<file path="config.mk">
export PLATFORM = sky130hd
export DESIGN_NAME = pops_top
export DESIGN_NICKNAME = d
export VERILOG_FILES = /design/src/logic/pops_pkg.sv /design/src/logic/pops_map.sv /design/src/logic/pops_top.sv
export SDC_FILE = /design/constraint.sdc
export NUM_CORES = 1
export LEC_CHECK = 0
export CAP_MARGIN = 20
export CORE_MARGIN = 2
export CORE_UTILIZATION = 46
export CTS_CLUSTER_SIZE = 14
export DETAILED_ROUTE_END_ITERATION = 8
export DONT_BUFFER_PORTS = 1
export GPL_TIMING_DRIVEN = 0
export HOLD_SLACK_MARGIN = 0.1
export SYNTH_ARGS = -nofsm -noshare
export SYNTH_HDL_FRONTEND = slang
export SYNTH_SLANG_ARGS = --single-unit
</file>
<file path="constraint.sdc">
create_clock -name clk -period 2.9 [get_ports clk]
set_clock_uncertainty 0.15 [all_clocks]
set_input_delay 0.145 -clock clk [delete_from_list [all_inputs] [get_ports clk]]
set_output_delay 0.145 -clock clk [all_outputs]
set_load 0.01 [all_outputs]
</file>
<file path="src/logic/pops_pkg.sv">
// constants for the power-on preset selector
package pops_pkg;
  localparam int unsigned CLK_MHZ = 250;
  localparam int unsigned HOLD_MS = 1000;
  localparam int unsigned HOLD_CYCLES = HOLD_MS * 1000 * CLK_MHZ;
  localparam int unsigned PRESET_W = 7;
  localparam int unsigned SW_W = 8;
  localparam int unsigned CHAN_W = 4;
  localparam int unsigned CTRL_W = 7;
  localparam int unsigned IN_CNT = 16;
  localparam int unsigned IN_W = 4;
  localparam logic [PRESET_W-1:0] PRESET_VOLUME = 7'h00;
  localparam logic [PRESET_W-1:0] PRESET_CTRL_FIRST = 7'h08;
  localparam logic [PRESET_W-1:0] PRESET_CTRL_LAST = 7'h0f;
  localparam logic [CTRL_W-1:0] CTRL_VOLUME = 7'h07;
  localparam logic [3:0] STATUS_PROG = 4'hc;
  localparam logic [CTRL_W-1:0] CTRL_ZERO = 7'h00;
  localparam logic [CHAN_W-1:0] CHAN_ZERO = 4'h0;
  typedef enum logic [1:0] {
    POPS_BOOT = 2'b00,
    POPS_RUN = 2'b01,
    POPS_HOLD = 2'b11
  } pops_state_t;
endpackage

</file>
<file path="src/logic/pops_map.sv">
// per-input message mapping of the built-in presets
`timescale 1ns/100ps
module pops_map (
  input wire logic [pops_pkg::PRESET_W-1:0] preset,
  input wire logic [pops_pkg::CHAN_W-1:0] master_chan,
  input wire logic [pops_pkg::IN_W-1:0] input_sel,
  output logic [pops_pkg::CHAN_W-1:0] out_chan,
  output logic [pops_pkg::CTRL_W-1:0] out_ctrl,
  output logic out_valid
);
  always_comb begin
    out_chan = pops_pkg::CHAN_ZERO;
    out_ctrl = pops_pkg::CTRL_ZERO;
    out_valid = 1'b0;
    if (preset == pops_pkg::PRESET_VOLUME) begin
      out_chan = input_sel;
      out_ctrl = pops_pkg::CTRL_VOLUME;
      out_valid = 1'b1;
    end else if (preset >= pops_pkg::PRESET_CTRL_FIRST && preset <= pops_pkg::PRESET_CTRL_LAST) begin
      out_chan = master_chan;
      out_ctrl = {preset[pops_pkg::CTRL_W-pops_pkg::IN_W-1:0], input_sel};
      out_valid = 1'b1;
    end
  end
endmodule // pops_map

</file>
<file path="src/logic/pops_top.sv">
// preset selector: switch sampling, program change, hold window
// Functional notes
// after power-on, sample the switch bank once and pick one of 128 presets.
// the eighth switch is ignored; seven switches form the index.
// switch 1 is the least significant bit, switch 7 the most.
// closed switch reads one, open switch reads zero.
// program change on the master channel selects the active preset.
// master-channel presets send on the stored master channel; the code sends on the live master_chan input and stores no copy.
// presets 8 to 15 give controllers in blocks of sixteen on master channel.
// preset 0 sends volume on channels 1 to 16.
// program-change preset lasts until reset; reset restores the switch preset.
// after program change, indicator lit one second, all MIDI input ignored.
// program number is the preset index directly.
`timescale 1ns/100ps
module pops_top #(
  parameter int unsigned HOLD_CYCLES = pops_pkg::HOLD_CYCLES
) (
  input wire logic clk,
  input wire logic reset_n,
  input wire logic [pops_pkg::SW_W-1:0] switch_on,
  input wire logic [pops_pkg::CHAN_W-1:0] master_chan,
  input wire logic msg_valid,
  input wire logic [7:0] msg_status,
  input wire logic [7:0] msg_data,
  input wire logic [pops_pkg::IN_W-1:0] input_sel,
  output logic [pops_pkg::PRESET_W-1:0] active_preset,
  output logic preset_valid,
  output logic indicator,
  output logic midi_in_enable,
  output logic [pops_pkg::CHAN_W-1:0] send_chan,
  output logic [pops_pkg::CTRL_W-1:0] send_ctrl,
  output logic send_valid
);
  pops_pkg::pops_state_t state_r, state_nxt;
  logic [pops_pkg::PRESET_W-1:0] preset_r, preset_nxt;
  logic [31:0] hold_cnt_r, hold_cnt_nxt;
  logic indicator_r, indicator_nxt;
  logic enable_r, enable_nxt;
  logic [pops_pkg::CHAN_W-1:0] chan_r, chan_nxt;
  logic [pops_pkg::CTRL_W-1:0] ctrl_r, ctrl_nxt;
  logic send_valid_r, send_valid_nxt;
  logic preset_valid_r, preset_valid_nxt;
  logic [pops_pkg::CHAN_W-1:0] map_chan;
  logic [pops_pkg::CTRL_W-1:0] map_ctrl;
  logic map_valid;
  logic prog_hit;

  function automatic logic is_prog_change(input logic [7:0] st, input logic [pops_pkg::CHAN_W-1:0] ch);
    is_prog_change = (st[$bits(st)-1:pops_pkg::CHAN_W] == pops_pkg::STATUS_PROG)
      && (st[pops_pkg::CHAN_W-1:0] == ch);
  endfunction

  assign prog_hit = msg_valid && is_prog_change(msg_status, master_chan);

  pops_map i_pops_map (
    .preset(preset_r),
    .master_chan(master_chan),
    .input_sel(input_sel),
    .out_chan(map_chan),
    .out_ctrl(map_ctrl),
    .out_valid(map_valid)
  );

  always_comb begin
    state_nxt = state_r;
    preset_nxt = preset_r;
    hold_cnt_nxt = hold_cnt_r;
    indicator_nxt = 1'b0;
    enable_nxt = 1'b0;
    case (state_r)
      pops_pkg::POPS_BOOT: begin
        preset_nxt = switch_on[pops_pkg::PRESET_W-1:0];
        state_nxt = pops_pkg::POPS_RUN;
        enable_nxt = 1'b1;
      end
      pops_pkg::POPS_RUN: begin
        enable_nxt = 1'b1;
        if (prog_hit) begin
          preset_nxt = msg_data[pops_pkg::PRESET_W-1:0];
          state_nxt = pops_pkg::POPS_HOLD;
          hold_cnt_nxt = 32'h0000_0000;
          indicator_nxt = 1'b1;
          enable_nxt = 1'b0;
        end
      end
      pops_pkg::POPS_HOLD: begin
        indicator_nxt = 1'b1;
        hold_cnt_nxt = hold_cnt_r + 32'h0000_0001;
        if (hold_cnt_r >= HOLD_CYCLES - 1) begin
          state_nxt = pops_pkg::POPS_RUN;
          indicator_nxt = 1'b0;
          enable_nxt = 1'b1;
        end
      end
      default: begin
        state_nxt = pops_pkg::POPS_BOOT;
      end
    endcase
    preset_valid_nxt = (state_nxt != pops_pkg::POPS_BOOT);
  end

  always_comb begin
    chan_nxt = map_chan;
    ctrl_nxt = map_ctrl;
    send_valid_nxt = map_valid && (state_r != pops_pkg::POPS_BOOT);
  end

  always_ff @(posedge clk) begin
    if (!reset_n) begin
      state_r <= pops_pkg::POPS_BOOT;
      preset_r <= pops_pkg::PRESET_VOLUME;
      hold_cnt_r <= 32'h0000_0000;
      indicator_r <= 1'b0;
      enable_r <= 1'b0;
      chan_r <= pops_pkg::CHAN_ZERO;
      ctrl_r <= pops_pkg::CTRL_ZERO;
      send_valid_r <= 1'b0;
      preset_valid_r <= 1'b0;
    end else begin
      state_r <= state_nxt;
      preset_r <= preset_nxt;
      hold_cnt_r <= hold_cnt_nxt;
      indicator_r <= indicator_nxt;
      enable_r <= enable_nxt;
      chan_r <= chan_nxt;
      ctrl_r <= ctrl_nxt;
      send_valid_r <= send_valid_nxt;
      preset_valid_r <= preset_valid_nxt;
    end
  end

  assign active_preset = preset_r;
  assign preset_valid = preset_valid_r;
  assign indicator = indicator_r;
  assign midi_in_enable = enable_r;
  assign send_chan = chan_r;
  assign send_ctrl = ctrl_r;
  assign send_valid = send_valid_r;

  property p_boot_sample;
    @(posedge clk) disable iff (!reset_n)
      (state_r == pops_pkg::POPS_BOOT) |=> (preset_r == $past(switch_on[pops_pkg::PRESET_W-1:0]));
  endproperty
  a_boot_sample: assert property (p_boot_sample) else $error("switch preset not taken");

  property p_loaded_flag;
    @(posedge clk) disable iff (!reset_n)
      (state_r == pops_pkg::POPS_BOOT) |=> (preset_valid && midi_in_enable);
  endproperty
  a_loaded_flag: assert property (p_loaded_flag) else $error("preset not flagged loaded");

  property p_top_switch_ignored;
    @(posedge clk) disable iff (!reset_n)
      (state_r == pops_pkg::POPS_BOOT) |=> (active_preset == $past(switch_on[pops_pkg::PRESET_W-1:0])
        && state_r == pops_pkg::POPS_RUN);
  endproperty
  a_top_switch_ignored: assert property (p_top_switch_ignored) else $error("bad index width");

  property p_bit_order;
    @(posedge clk) disable iff (!reset_n)
      (state_r == pops_pkg::POPS_BOOT) |=> (preset_r[0] == $past(switch_on[0]));
  endproperty
  a_bit_order: assert property (p_bit_order) else $error("switch 1 not lsb");

  property p_closed_is_one;
    @(posedge clk) disable iff (!reset_n)
      (state_r == pops_pkg::POPS_BOOT)
        |=> (preset_r[pops_pkg::PRESET_W-1] == $past(switch_on[pops_pkg::PRESET_W-1]));
  endproperty
  a_closed_is_one: assert property (p_closed_is_one) else $error("switch level misread");

  property p_prog_change;
    @(posedge clk) disable iff (!reset_n)
      (state_r == pops_pkg::POPS_RUN && prog_hit)
        |=> (preset_r == $past(msg_data[pops_pkg::PRESET_W-1:0]) && indicator);
  endproperty
  a_prog_change: assert property (p_prog_change) else $error("program change missed");

  property p_prog_index;
    @(posedge clk) disable iff (!reset_n)
      (state_r == pops_pkg::POPS_RUN && prog_hit)
        |=> (active_preset == $past(msg_data[pops_pkg::PRESET_W-1:0]) && !midi_in_enable);
  endproperty
  a_prog_index: assert property (p_prog_index) else $error("program number not used as index");

  property p_master_chan;
    @(posedge clk) disable iff (!reset_n)
      (state_r != pops_pkg::POPS_BOOT && preset_r >= pops_pkg::PRESET_CTRL_FIRST
        && preset_r <= pops_pkg::PRESET_CTRL_LAST) |=> (send_chan == $past(master_chan) && send_valid);
  endproperty
  a_master_chan: assert property (p_master_chan) else $error("wrong send channel");

  property p_ctrl_block;
    @(posedge clk) disable iff (!reset_n)
      (state_r != pops_pkg::POPS_BOOT && preset_r == pops_pkg::PRESET_CTRL_FIRST)
        |=> (send_ctrl[pops_pkg::IN_W-1:0] == $past(input_sel)
          && send_ctrl[pops_pkg::CTRL_W-1:pops_pkg::IN_W] == '0);
  endproperty
  a_ctrl_block: assert property (p_ctrl_block) else $error("controller block wrong");

  property p_volume;
    @(posedge clk) disable iff (!reset_n)
      (state_r != pops_pkg::POPS_BOOT && preset_r == pops_pkg::PRESET_VOLUME)
        |=> (send_ctrl == pops_pkg::CTRL_VOLUME && send_chan == $past(input_sel) && send_valid);
  endproperty
  a_volume: assert property (p_volume) else $error("volume mapping wrong");

  property p_preset_kept;
    @(posedge clk) disable iff (!reset_n)
      (state_r != pops_pkg::POPS_BOOT && !(state_r == pops_pkg::POPS_RUN && prog_hit)) |=> $stable(preset_r);
  endproperty
  a_preset_kept: assert property (p_preset_kept) else $error("preset changed without cause");

  property p_hold_ignores;
    @(posedge clk) disable iff (!reset_n)
      (state_r == pops_pkg::POPS_HOLD && hold_cnt_r < HOLD_CYCLES - 1) |=> ($stable(preset_r) && !midi_in_enable);
  endproperty
  a_hold_ignores: assert property (p_hold_ignores) else $error("input taken during hold");

  property p_hold_release;
    @(posedge clk) disable iff (!reset_n)
      (state_r == pops_pkg::POPS_HOLD && hold_cnt_r >= HOLD_CYCLES - 1) |=> (!indicator && midi_in_enable);
  endproperty
  a_hold_release: assert property (p_hold_release) else $error("hold not released");

  property p_lit_blocks_input;
    @(posedge clk) disable iff (!reset_n)
      !(indicator && midi_in_enable);
  endproperty
  a_lit_blocks_input: assert property (p_lit_blocks_input) else $error("input open while lit");

  c_prog: cover property (@(posedge clk) disable iff (!reset_n) state_r == pops_pkg::POPS_RUN && prog_hit);
  c_hold_end: cover property (@(posedge clk) disable iff (!reset_n)
    state_r == pops_pkg::POPS_HOLD ##1 state_r == pops_pkg::POPS_RUN);
  c_ctrl: cover property (@(posedge clk) disable iff (!reset_n) send_valid && preset_r == pops_pkg::PRESET_CTRL_LAST);
  c_volume: cover property (@(posedge clk) disable iff (!reset_n)
    send_valid && preset_r == pops_pkg::PRESET_VOLUME);
endmodule // pops_top

</file>
Yosys cells after proc, flatten, opt, wreduce, memory -nomap -nowiden:

Cells that the tools add are included.

* register bits: 56
* logic and storage cells: 53
* output and inout bits: 22
* bits of input ports: 35

* $add $sub $neg: 1
* mux-type cells: 19
* magnitude comparators: 3
* eq/ne operators: 5
* bitwise logic cells: 2
* reduce and logical (&&, ||, !) cells: 13

Operators with widths (number)
* $pmux 32 s2: 1
* $add 32x1->32 const B: 1
* $ge 32x28->1 const B: 1
* $mux 32: 1
* $pmux 7 s2: 1
* $mux 4: 2
* $reduce_bool 2->1: 4
* $ge 7x4->1 const B: 1
* $le 7x4->1 const B: 1
* $logic_not 7->1: 1
* $mux 7: 1
* $mux 1: 6
* $mux 3: 2
* $pmux 2 s3: 1
* $eq 4x4->1: 1
* $eq 4x4->1 const B: 1
* $logic_and 1x1->1: 4
* $mux 2: 2
* $reduce_and 2->1: 2
* $pmux 1 s3: 1
* $reduce_or 3->1: 1
* $eq 2x1->1 const B: 1
* $eq 2x2->1 const B: 1
* $logic_not 2->1: 1
* 3 further kinds: 4

Depth between registers and ports, before layout:

Gate-level depths: netlist of run 1.

* word-level depth: 6
* gate-level depth with buffers: 6
* gate-level depth less buffers: 6

Modules after synthesis:

From an unflattened synthesis of run 1, not the netlist that was laid out.

* cell total of the unflattened synthesis: 328
* area total of the unflattened synthesis: 2767.7 um^2

By module, submodules not included
* pops_top: area an instance 2549.9 um^2, seq. area each 1101.1 um^2, times used 1, cells each 298
* pops_map: area an instance 217.7 um^2, seq. area each 0.0 um^2, times used 1, cells each 30

Least setup slack after synthesis of run 1:

Ideal clock, no wire load.

* path type: register to register
* start point: register preset_valid (netlist name)
* end point: register hold_cnt_r[29]
* slack: 0.584 ns
* buffers on the path: 0
* stages on the path, launching flop included: 6
* clock period less this slack: 2.316 ns
* library setup time: 0.059 ns
* data required time: 2.691 ns
* data arrival time: 2.107 ns
* cells stage by stage: dfxtp_1 nand2_1 or3_4 or4_4 or4_1 nand2_1

RTL lines
* end signal: assignment: RTL line pops_top.sv:122 `hold_cnt_r <= hold_cnt_nxt;`
* end: declaration: RTL line pops_top.sv:36 `logic [31:0] hold_cnt_r, hold_cnt_nxt;`

==> out/metrics.csv, run 1 <==
metric;value;unit
clock_latency;0.32;ns
grt_max_degree;19;
synth-simple-area-share;30.4;%
async_reset_ff_share;0;%
min_path_cells;2;
arrival;2.72;ns
crit_chain;dlygate4sd3_1 > inv_1 > nor4_1 > and2_1 > buf_1 > a22o_1 > dlygate4sd3_1;
nFillCells;534;
synth_seq_area_share;42.6;%
hold_path.class;input pin to register;
hold_viol_final;0;
post-route-period-util;89.8;%
grt_overflow;0;
seqCellArea;1100;sq um
cpLargestDelayFamily;buffers and inverters;
setup_viol;0;
clock_path_buffers;2;
syn_inst;303;
antenna_found_initial;0;
port_buffers;0;
powerDensity;443;nW/um^2
synth_top_family_by_area;simple AND/OR/NAND/NOR gates;
drc;0;
cp-start-kind;input pin;
cts_root_buf;clkbuf_8;
cts-resized-gates;0;
synth_xor_area_share;2.03;%
clk_pin_slew_worst_paths;0.11;ns
drive_gt1_share;5.39;%
grt_pass1_wl;10.9;mm
max-cap-violations;0;
syn2layout_area_growth;15.9;%
fp.dieW;78.9;um
vias_per_cell;5.87;
path_max_fanout;8;
synth.avg_cell_area;8.53;sq um
synth_top_cell_by_area;dfxtp_1;
slew_headroom;46.6;%
die-area;6230;sq um
core;5470;sq um
rrSetupSlack;0.30;ns
die_h;78.9;um
synth_cell_types;47;
firstDrtPassIters;4;
hpwl;4.58;mm
worst_pin_slew;0.800;ns
cts_buffers;5;
num_vias;2384;
synth-adder-area-share;0.484;%
ys_ff_latch;55;
rows;27;
synth_edf_count;0;
synth_top_area_share;42.6;%
routed_wl;6.68;mm
ff2ff_path_depth;5;
synth_common_cells;dfxtp_1, nand3_1, nor2_1, nand2_1, nor3_1;
synth_warnings;0;
ios;57;
cts_sinks;55;
initial_core_util;47.2;%
finalCriticalPeriod;2.60;ns
diodes;0;
multi_input_area;1400;sq um
yosysMostFrequentCell;dfxtp_1;
ant_nets;0;
p_leak;0.00107;uW
nNetsFinal;369;
path_class;input pin to register;
hold_slack;0.118;ns
tritoncts;yes;
rsz0062_at_grt;false;
syn-num-nets;339;
htree_levels;2;
run_status;completed;
cp-end-kind;register;
finalNonFillerCells;406;
synthesis.area;2580;sq um
cpMostUsedCell;dlygate4sd3_1;
synth_ff_type;dfxtp_1;
maxSlewViolCount;0;
crit_buf_inv;4;
cp.required;3.02;ns
synth_compound_area_share;17.5;%
cp_slowest_cell;dlygate4sd3_1;
synthTopCellsByArea;dfxtp_1, nand3_1, mux2i_1;
grt_pass1_vias;2208;
placed_cells;375;
drtIter0Drc;150;
synth.area.mux_share;3.87;%
wl_per_cell;16.5;um
fin_tns_setup;0;ns
gp_congestion;0.849;
track_usage;22.2;%
cp.depth;7;
max-vdd-ir-drop;0.197;mV
fmax;384;MHz
cpPeakStageDelay;0.65;ns
-- worst paths after layout --
check / startpoint / end
worst min-delay path: reset_n / hold_cnt_r[6]$_SDFFE_PN0P_
worst max register to register: preset_valid$_SDFF_PN0_ / hold_cnt_r[29]$_SDFFE_PN0P_
worst max-delay path: reset_n / send_chan[3]$_SDFF_PN0_
worst min register to register: hold_cnt_r[31]$_SDFFE_PN0P_ / hold_cnt_r[31]$_SDFFE_PN0P_
-- placed cells by master (no fill, tap or decap), types with 2 or more instances in the layout --
master,n
nor2_1,25
dfxtp_1,55
a21o_1,3
buf_1,2
nand3_1,26
nand2b_1,3
inv_1,6
nor3_1,15
mux2i_1,10
xor2_1,5
o21a_1,3
and2_1,4
dlygate4sd3_1,23
nand4b_1,3
o21ai_0,11
o211ai_1,4
or2_2,3
or4_1,8
and4_1,2
nor4_1,7
a211oi_1,8
a31oi_1,5
nand4_1,7
clkbuf_1,12
a22o_1,4
nand2_1,23
o31ai_1,8
a21oi_1,13
clkbuf_8,5
and3_1,9
-- through the flow --
step / util, % / setup slack (ns) / instance area, sq um / power [uW]
after CTS: 54.7 / 0.293 / 3000 / 1330
after detailed placement: 48.9 / 0.332 / 2670 / 875
after floorplan: - / 0.584 / 2580 / 857
final: 54.7 / 0.296 / 3000 / 1330
after global placement: 48.9 / 0.334 / 2670 / 875
after global routing: 54.7 / 0.0766 / 3000 / 1390
-- report_power, final --
group,switching [uW],internal (uW),total [uW],leakage (uW)
Sequential,20.8,772,793,0.000446
Clock,265,174,439,0.0000485
Combinational,46.9,49.3,96.2,0.000576
-- layout make-up --
class,count,area share [%]
plain buffers,15,1.92
inverters,6,0.752
well taps,72,3.01
clock buffers,5,2.30
repair buffers,23,7.69
clock inverters,3,0.752
multi-input cells,227,46.8
flip-flops and latches,55,36.8
-- repair_timing --
action / CTS / global route
hold endpoints to repair: 24 / 0
hold buffers: 23 / 0
setup buffers: 0 / 0
-- flip-flops by register name, indices dropped and copies added, names as in the netlist --
signal / flops
send_ctrl: 7
active_preset: 7
send_valid: 1
preset_valid: 1
state_r: 1
hold_cnt_r: 32
send_chan: 4
indicator: 1
midi_in_enable: 1
-- cell families after synthesis --
group	after synthesis
AOI/OAI and AO/OA	67
xor gates and xnor gates	6
and+or+nand+nor	143
adders and majority gates	1
buffers and inverters	21
DFF	55
muxes	10
-- metal layers --
layer / GRT usage (%) / vias to the layer above / wire length [um]
li1: - / 1205 / -
met1: 30.9 / 1109 / 3180
met2: 34.4 / 61 / 3060
met3: 4.43 / 9 / 336
met4: 7.93 / 0 / 99
met5: 0 / - / 0
(Power assumes the default switching activity.)
==> inputs of run 2 (changes only) <==
--- a/config.mk
+++ b/config.mk
@@ -11,8 +11,10 @@
 export CTS_CLUSTER_SIZE = 14
 export DETAILED_ROUTE_END_ITERATION = 8
 export DONT_BUFFER_PORTS = 1
+export GPL_ROUTABILITY_DRIVEN = 0
 export GPL_TIMING_DRIVEN = 0
 export HOLD_SLACK_MARGIN = 0.1
 export SYNTH_ARGS = -nofsm -noshare
 export SYNTH_HDL_FRONTEND = slang
+export SYNTH_HIERARCHICAL = 1
 export SYNTH_SLANG_ARGS = --single-unit
==> constraint.sdc (replaced) <==
create_clock -name clk -period 2.2 [get_ports clk]
set_clock_uncertainty 0.15 [all_clocks]
set_input_delay 0.11 -clock clk [delete_from_list [all_inputs] [get_ports clk]]
set_output_delay 0.11 -clock clk [all_outputs]
set_load 0.01 [all_outputs]
==> out/metrics.csv, run 2 <==
metric;value;unit;change
rows;28;;was 27
synth_cell_types;52;;was 47
regToRegEndpoint;hold_cnt_r[29]$_SDFFE_PN0P_;;unchanged
port_buffers;0;;unchanged
num_vias;2612;;was 2384
run_status;completed;;unchanged
cp.depth;6;;was 7
synth_warnings;6;;was 0
wl_per_cell;16.6;um;was 16.5 um
max-vdd-ir-drop;0.246;mV;was 0.197 mV
cp.required;2.32;ns;was 3.02 ns
dpl-instance-area;2860;sq um;was 2670 sq um
grt_max_degree;19;;unchanged
drive_gt1_share;16.0;%;was 5.39%
fp.dieW;81.6;um;was 78.9 um
p_leak;0.00122;uW;was 0.00107 uW
async_reset_ff_share;0;%;unchanged
hpwl;4.84;mm;was 4.58 mm
cp-end-kind;register;;unchanged
cts_buffers;5;;unchanged
met3_length;426;um;was 336 um
clock_path_buffers;2;;unchanged
synth_top_cell_by_area;dfxtp_1;;unchanged
synth_seq_area_share;39.8;%;was 42.6%
largest_reg_flops;32;;unchanged
synth_top_area_share;39.8;%;was 42.6%
synth.avg_cell_area;8.44;sq um;was 8.53 sq um
maxSlewViolCount;0;;unchanged
rsz0062_at_grt;false;;unchanged
cp-start-kind;register;;was input pin
placed_cells;403;;was 375
die_h;81.6;um;was 78.9 um
clk_pin_slew_worst_paths;0.11;ns;about the same
crit_start;state_r[1]$_SDFF_PN0_;;was reset_n
crit_buf_inv;1;;was 4
setup_viol;0;;unchanged
htree_levels;2;;unchanged
post-route-period-util;95.3;%;
worst_pin_slew;0.811;ns;was 0.800 ns
ys_ff_latch;55;;unchanged
cts_sinks;55;;unchanged
diodes;0;;unchanged
powerDensity;542;nW/um^2;was 443 nW/um^2
grt_pass1_wl;11.4;mm;was 10.9 mm
tritoncts;yes;;unchanged
path_max_fanout;10;;was 8
cpLargestDelayFamily;simple AND/OR/NAND/NOR gates;;was buffers and inverters
drtIter0Drc;139;;was 150
hold_path.class;input pin to register;;unchanged
fin_tns_setup;0;ns;unchanged
top_register;hold_cnt_r;;unchanged
max-cap-violations;0;;unchanged
ant_nets;0;;unchanged
finish.instance_area;3370;sq um;was 3000 sq um
cp_slowest_cell;or4_1;;was dlygate4sd3_1
die-area;6650;sq um;was 6230 sq um
cpMostUsedCell;nand4_1;;was dlygate4sd3_1
wirelength_met1;3.29;mm;was 3.18 mm
final_common_cell;dfxtp_1;;unchanged
track_usage;22.6;%;was 22.2%
yosysMostFrequentCell;dfxtp_1;;unchanged
initial_core_util;47.3;%;was 47.2%
nNetsFinal;409;;was 369
hold_slack;0.178;ns;was 0.118 ns
core;5850;sq um;was 5470 sq um
syn2layout_area_growth;21.8;%;was 15.9%
ff2ff_path_depth;6;;was 5
cpPeakStageDelay;0.52;ns;was 0.65 ns
synthTopCellsByArea;dfxtp_1, nand2_1, nand3_1;;was dfxtp_1, nand3_1, mux2i_1
synth_common_cells;dfxtp_1, nand2_1, nor2_1, nand3_1, a21oi_1;;was dfxtp_1, nand3_1, nor2_1, nand2_1, nor3_1
path_class;register to register;;was input pin to register
ios;57;;unchanged
crit_chain;buf_2 > nand4_1 > nor2_2 > nand4_1 > or4_1 > nand2_1;;was dlygate4sd3_1 > inv_1 > nor4_1 > and2_1 > buf_1 > a22o_1 > dlygate4sd3_1
clock_latency;0.32;ns;about the same
arrival;2.22;ns;was 2.72 ns
cp-endpoint;hold_cnt_r[29]$_SDFFE_PN0P_;;was send_chan[3]$_SDFF_PN0_
vias_per_cell;5.82;;was 5.87
top_layer_used;met4;;unchanged
synth_edf_count;0;;unchanged
synth_ff_type;dfxtp_1;;unchanged
grt_pass1_vias;2349;;was 2208
finalCriticalPeriod;2.10;ns;
final_cell_mix;dfxtp_1, nand2_1, dlygate4sd3_1, nor2_1, nand3_1;;was dfxtp_1, nand3_1, nor2_1, nand2_1, dlygate4sd3_1
rrSetupSlack;0.10;ns;was 0.30 ns
drc;0;;unchanged
met2_wirelength;3.68;mm;was 3.06 mm
finalNonFillerCells;449;;was 406
synthesis.area;2770;sq um;was 2580 sq um
grt_overflow;0;;unchanged
fmax;477;MHz;
cts_root_buf;clkbuf_8;;unchanged
routed_wl;7.48;mm;was 6.68 mm
syn_inst;328;;was 303
hold_viol_final;0;;unchanged
firstDrtPassIters;4;;unchanged
r2r-start;state_r[1]$_SDFF_PN0_;;was preset_valid$_SDFF_PN0_
slew_headroom;45.7;%;was 46.6%
syn-num-nets;364;;was 339
antenna_found_initial;0;;unchanged
==> run 2: cell types whose count changed in the layout (fill, tap and decap cells not counted), moves of 5 or more <==
cell,before,now
nand2_1,23,29
buf_4,0,13
inv_1,6,15
nand3_1,26,21
and2_1,4,14
clkbuf_1,12,6
or4_1,8,2
nand4_1,7,15
nor3_1,15,6
buf_6,0,5
nor4_1,7,2
==> run 2: cells by family after synthesis <==
group | Yosys count | synth area share (%)
fa+ha+maj | 1 | 0.452
flops | 55 | 39.8
simple gates | 151 | 29.7
xor+xnor | 6 | 1.90
buf+inv | 30 | 5.06
compound gates | 76 | 19.9
mux | 9 | 3.26
==> run 2: where the power goes <==
group          internal (uW)  total [uW]  switching, uW
clock                    229         591            362
sequential              1020        1050           32.5
combinational           96.3         189           93.1
total                   1340        1830            487
==> run 2: layer usage <==
metal	track usage (%)	vias up
met5	0	-
met4	6.61	0
met3	4.62	10
met2	38.8	80
met1	28.4	1219
li1	-	1303
==> run 2: cell type report <==
cell class,instances,area (sq um)
Tap cell,75,93.8
Fill cell,516,2480
Inverter,15,56.3
Buffer,14,93.8
Timing Repair Buffer,39,353
Multi-Input combinational cell,243,1570
Clock buffer,5,68.8
Sequential cell,55,1110
Clock inverter,3,22.5
==> run 2: how the worst min path moves through the flow <==
| stage | from | slack, ns | cells past startpoint | end |
|---|---|---|---|---|
| after floorplan | switch_on[0] | 0.19 | 2 | active_preset[0]$_SDFFE_PN0P_ |
| after global placement | switch_on[5] | 0.24 | 2 | active_preset[5]$_SDFFE_PN0P_ |
| after detailed placement | switch_on[0] | 0.24 | 2 | active_preset[0]$_SDFFE_PN0P_ |
| after CTS | msg_status[3] | 0.19 | 5 | active_preset[1]$_SDFFE_PN0P_ |
| after global routing | msg_valid | 0.23 | 6 | active_preset[0]$_SDFFE_PN0P_ |
| final | msg_valid | 0.18 | 6 | active_preset[0]$_SDFFE_PN0P_ |
==> run 2: stage by stage <==
stage / power (uW) / setup WS (ns) / utilization [%]
after floorplan: 1180 / 0.137 / -
after detailed placement: 1210 / -0.260 / 48.9
after global placement: 1210 / -0.242 / 48.9
final: 1830 / 0.104 / 57.6
after global routing: 1900 / 0.00521 / 57.6
after CTS: 1830 / 0.000651 / 55.6
==> run 2: what timing repair did <==
action	CTS	global route
setup buffers	4	9
gates cloned	0	1
gates resized for setup	6	23
hold buffers	25	0
setup endpoints to repair	32	31
hold endpoints to repair	17	0
pin swaps	1	8
==> run 2: worst min-delay path, delay by kind of cell <==
| kind | cells | cell delay [ns] |
|---|---|---|
| buffers and inverters | 1 | 0.11 |
| and+or+nand+nor | 3 | 0.24 |
| AOI/OAI and AO/OA | 2 | 0.15 |
==> inputs of run 3 (changes only) <==
--- a/config.mk
+++ b/config.mk
@@ -14,6 +14,7 @@
 export GPL_ROUTABILITY_DRIVEN = 0
 export GPL_TIMING_DRIVEN = 0
 export HOLD_SLACK_MARGIN = 0.1
+export RECOVER_POWER = 50
 export SYNTH_ARGS = -nofsm -noshare
 export SYNTH_HDL_FRONTEND = slang
 export SYNTH_HIERARCHICAL = 1
==> out/metrics.csv, run 3 (synthesis gave the netlist of run 2 again) <==
metric;value;unit;change
run_status;completed;;unchanged
crit_buf_inv;3;;was 1
setup_viol;0;;unchanged
antenna_found_initial;0;;unchanged
routed_wl;7.50;mm;was 7.48 mm
cts_root_buf;clkbuf_8;;unchanged
fp.dieW;81.6;um;unchanged
cp-end-kind;register;;unchanged
top_register;hold_cnt_r;;unchanged
max-vdd-ir-drop;0.245;mV;was 0.246 mV
cpMostUsedCell;buf_6;;was nand4_1
rrSetupSlack;0.09;ns;was 0.10 ns
rows;28;;unchanged
fmax;473;MHz;was 477 MHz
core;5850;sq um;unchanged
max-cap-violations;0;;unchanged
p_leak;0.00122;uW;about the same
die_h;81.6;um;unchanged
placed_cells;403;;unchanged
hold_path.class;input pin to register;;unchanged
vias_per_cell;5.86;;was 5.82
final_util;57.5;%;was 57.6%
hpwl;4.84;mm;unchanged
clock_latency;0.32;ns;about the same
slew_headroom;45.5;%;was 45.7%
diodes;0;;unchanged
port_buffers;0;;unchanged
nFillCells;519;;was 516
cts_sinks;55;;unchanged
post-route-period-util;96.1;%;was 95.3%
path_class;register to register;;unchanged
hold_slack;0.194;ns;was 0.178 ns
num_vias;2629;;was 2612
hold_viol_final;0;;unchanged
ant_nets;0;;unchanged
drive_gt1_share;15.5;%;was 16.0%
maxSlewViolCount;0;;unchanged
firstDrtPassIters;5;;was 4
wl_per_cell;16.7;um;was 16.6 um
htree_levels;2;;unchanged
syn2layout_area_growth;21.6;%;was 21.8%
nNetsFinal;409;;unchanged
grt_pass1_vias;2349;;unchanged
fin_tns_setup;0;ns;unchanged
crit_chain;nand2_1 > or4_1 > buf_6 > o31ai_4 > buf_6 > buf_4 > a211oi_1;;was buf_2 > nand4_1 > nor2_2 > nand4_1 > or4_1 > nand2_1
final_cell_mix;dfxtp_1, nand2_1, dlygate4sd3_1, nor2_1, nand3_1;;unchanged
die-area;6650;sq um;unchanged
drtIter0Drc;146;;was 139
grt_max_degree;19;;unchanged
cpLargestDelayFamily;simple AND/OR/NAND/NOR gates;;unchanged
clock_path_buffers;2;;unchanged
final_common_cell;dfxtp_1;;unchanged
finalNonFillerCells;449;;unchanged
track_usage;22.6;%;unchanged
cp.required;2.24;ns;was 2.32 ns
cp-start-kind;register;;unchanged
multi_input_area;1570;sq um;about the same
worst_pin_slew;0.814;ns;was 0.811 ns
cts_buffers;5;;unchanged
grt_overflow;0;;unchanged
clk_pin_slew_worst_paths;0.11;ns;about the same
drc;0;;unchanged
grt_pass1_wl;11.4;mm;unchanged
seqCellArea;1110;sq um;about the same
largest_reg_flops;32;;unchanged
initial_core_util;47.3;%;unchanged
powerDensity;543;nW/um^2;was 542 nW/um^2
ios;57;;unchanged
path_max_fanout;8;;was 10
cp_slowest_cell;dfxtp_4;;was or4_1
arrival;2.15;ns;was 2.22 ns
tritoncts;yes;;unchanged
finalCriticalPeriod;2.11;ns;was 2.10 ns
cpPeakStageDelay;0.44;ns;was 0.52 ns
-- run 3: cell counts in the layout (fill, tap and decap cells not counted) --
No cell type changed its count.
-- run 3: path summary, 6_finish.rpt --
path              cells after the start                             to                         from
setup / recovery                      7  active_preset[6]$_SDFFE_PN0P_      preset_valid$_SDFF_PN0_
setup reg to reg                      7  active_preset[6]$_SDFFE_PN0P_      preset_valid$_SDFF_PN0_
hold / removal                        6  active_preset[0]$_SDFFE_PN0P_                    msg_valid
hold reg to reg                       2    hold_cnt_r[31]$_SDFFE_PN0P_  hold_cnt_r[31]$_SDFFE_PN0P_
-- run 3: stage by stage --
step	setup slack, ns	area, sq um	total power [uW]
after floorplan	0.137	2770	1180
after global placement	-0.242	2860	1210
after detailed placement	-0.260	2860	1210
after CTS	0.000651	3250	1830
after global routing	-0.00391	3360	1900
final	0.0866	3360	1830
-- run 3: cell type report --
cell class                      count  area share (%)
Inverter                           15            1.67
Buffer                             14            2.79
Clock buffer                        5            2.05
Timing Repair Buffer               39            10.5
Sequential cell                    55            32.9
Tap cell                           75            2.79
Multi-Input combinational cell    243            46.7
Clock inverter                      3           0.669
-- run 3: per-layer routing --
metal	GRT usage (%)	share of wire [%]	vias to the layer above	wire length, um
met5	0	0	-	0
li1	-	-	1305	-
met3	4.62	6.4	10	483
met2	38.8	49	94	3660
met1	28.4	44	1220	3260
met4	6.61	1.2	0	91
-- run 3: repair_timing --
item,CTS,global route
pin swaps,1,8
setup buffers,4,9
hold buffers,25,0
cloned,0,1
endpoints found under the setup margin,32,31
resized for setup,6,23
endpoints found under the hold margin,17,0
-- run 3: power by group --
| group | internal [uW] | switching [uW] | total, uW |
|---|---|---|---|
| registers | 1020 | 32.4 | 1050 |
| logic | 96.0 | 93.2 | 189 |
| clock network | 229 | 361 | 590 |
| total | 1340 | 486 | 1830 |
-- run 3: worst min-delay path, stage by stage --
cell,delay [ns]
nand2_1,0.03
or4_1,0.11
buf_6,0.12
o31ai_4,0.10
nor2_1,0.09
a211oi_1,0.05
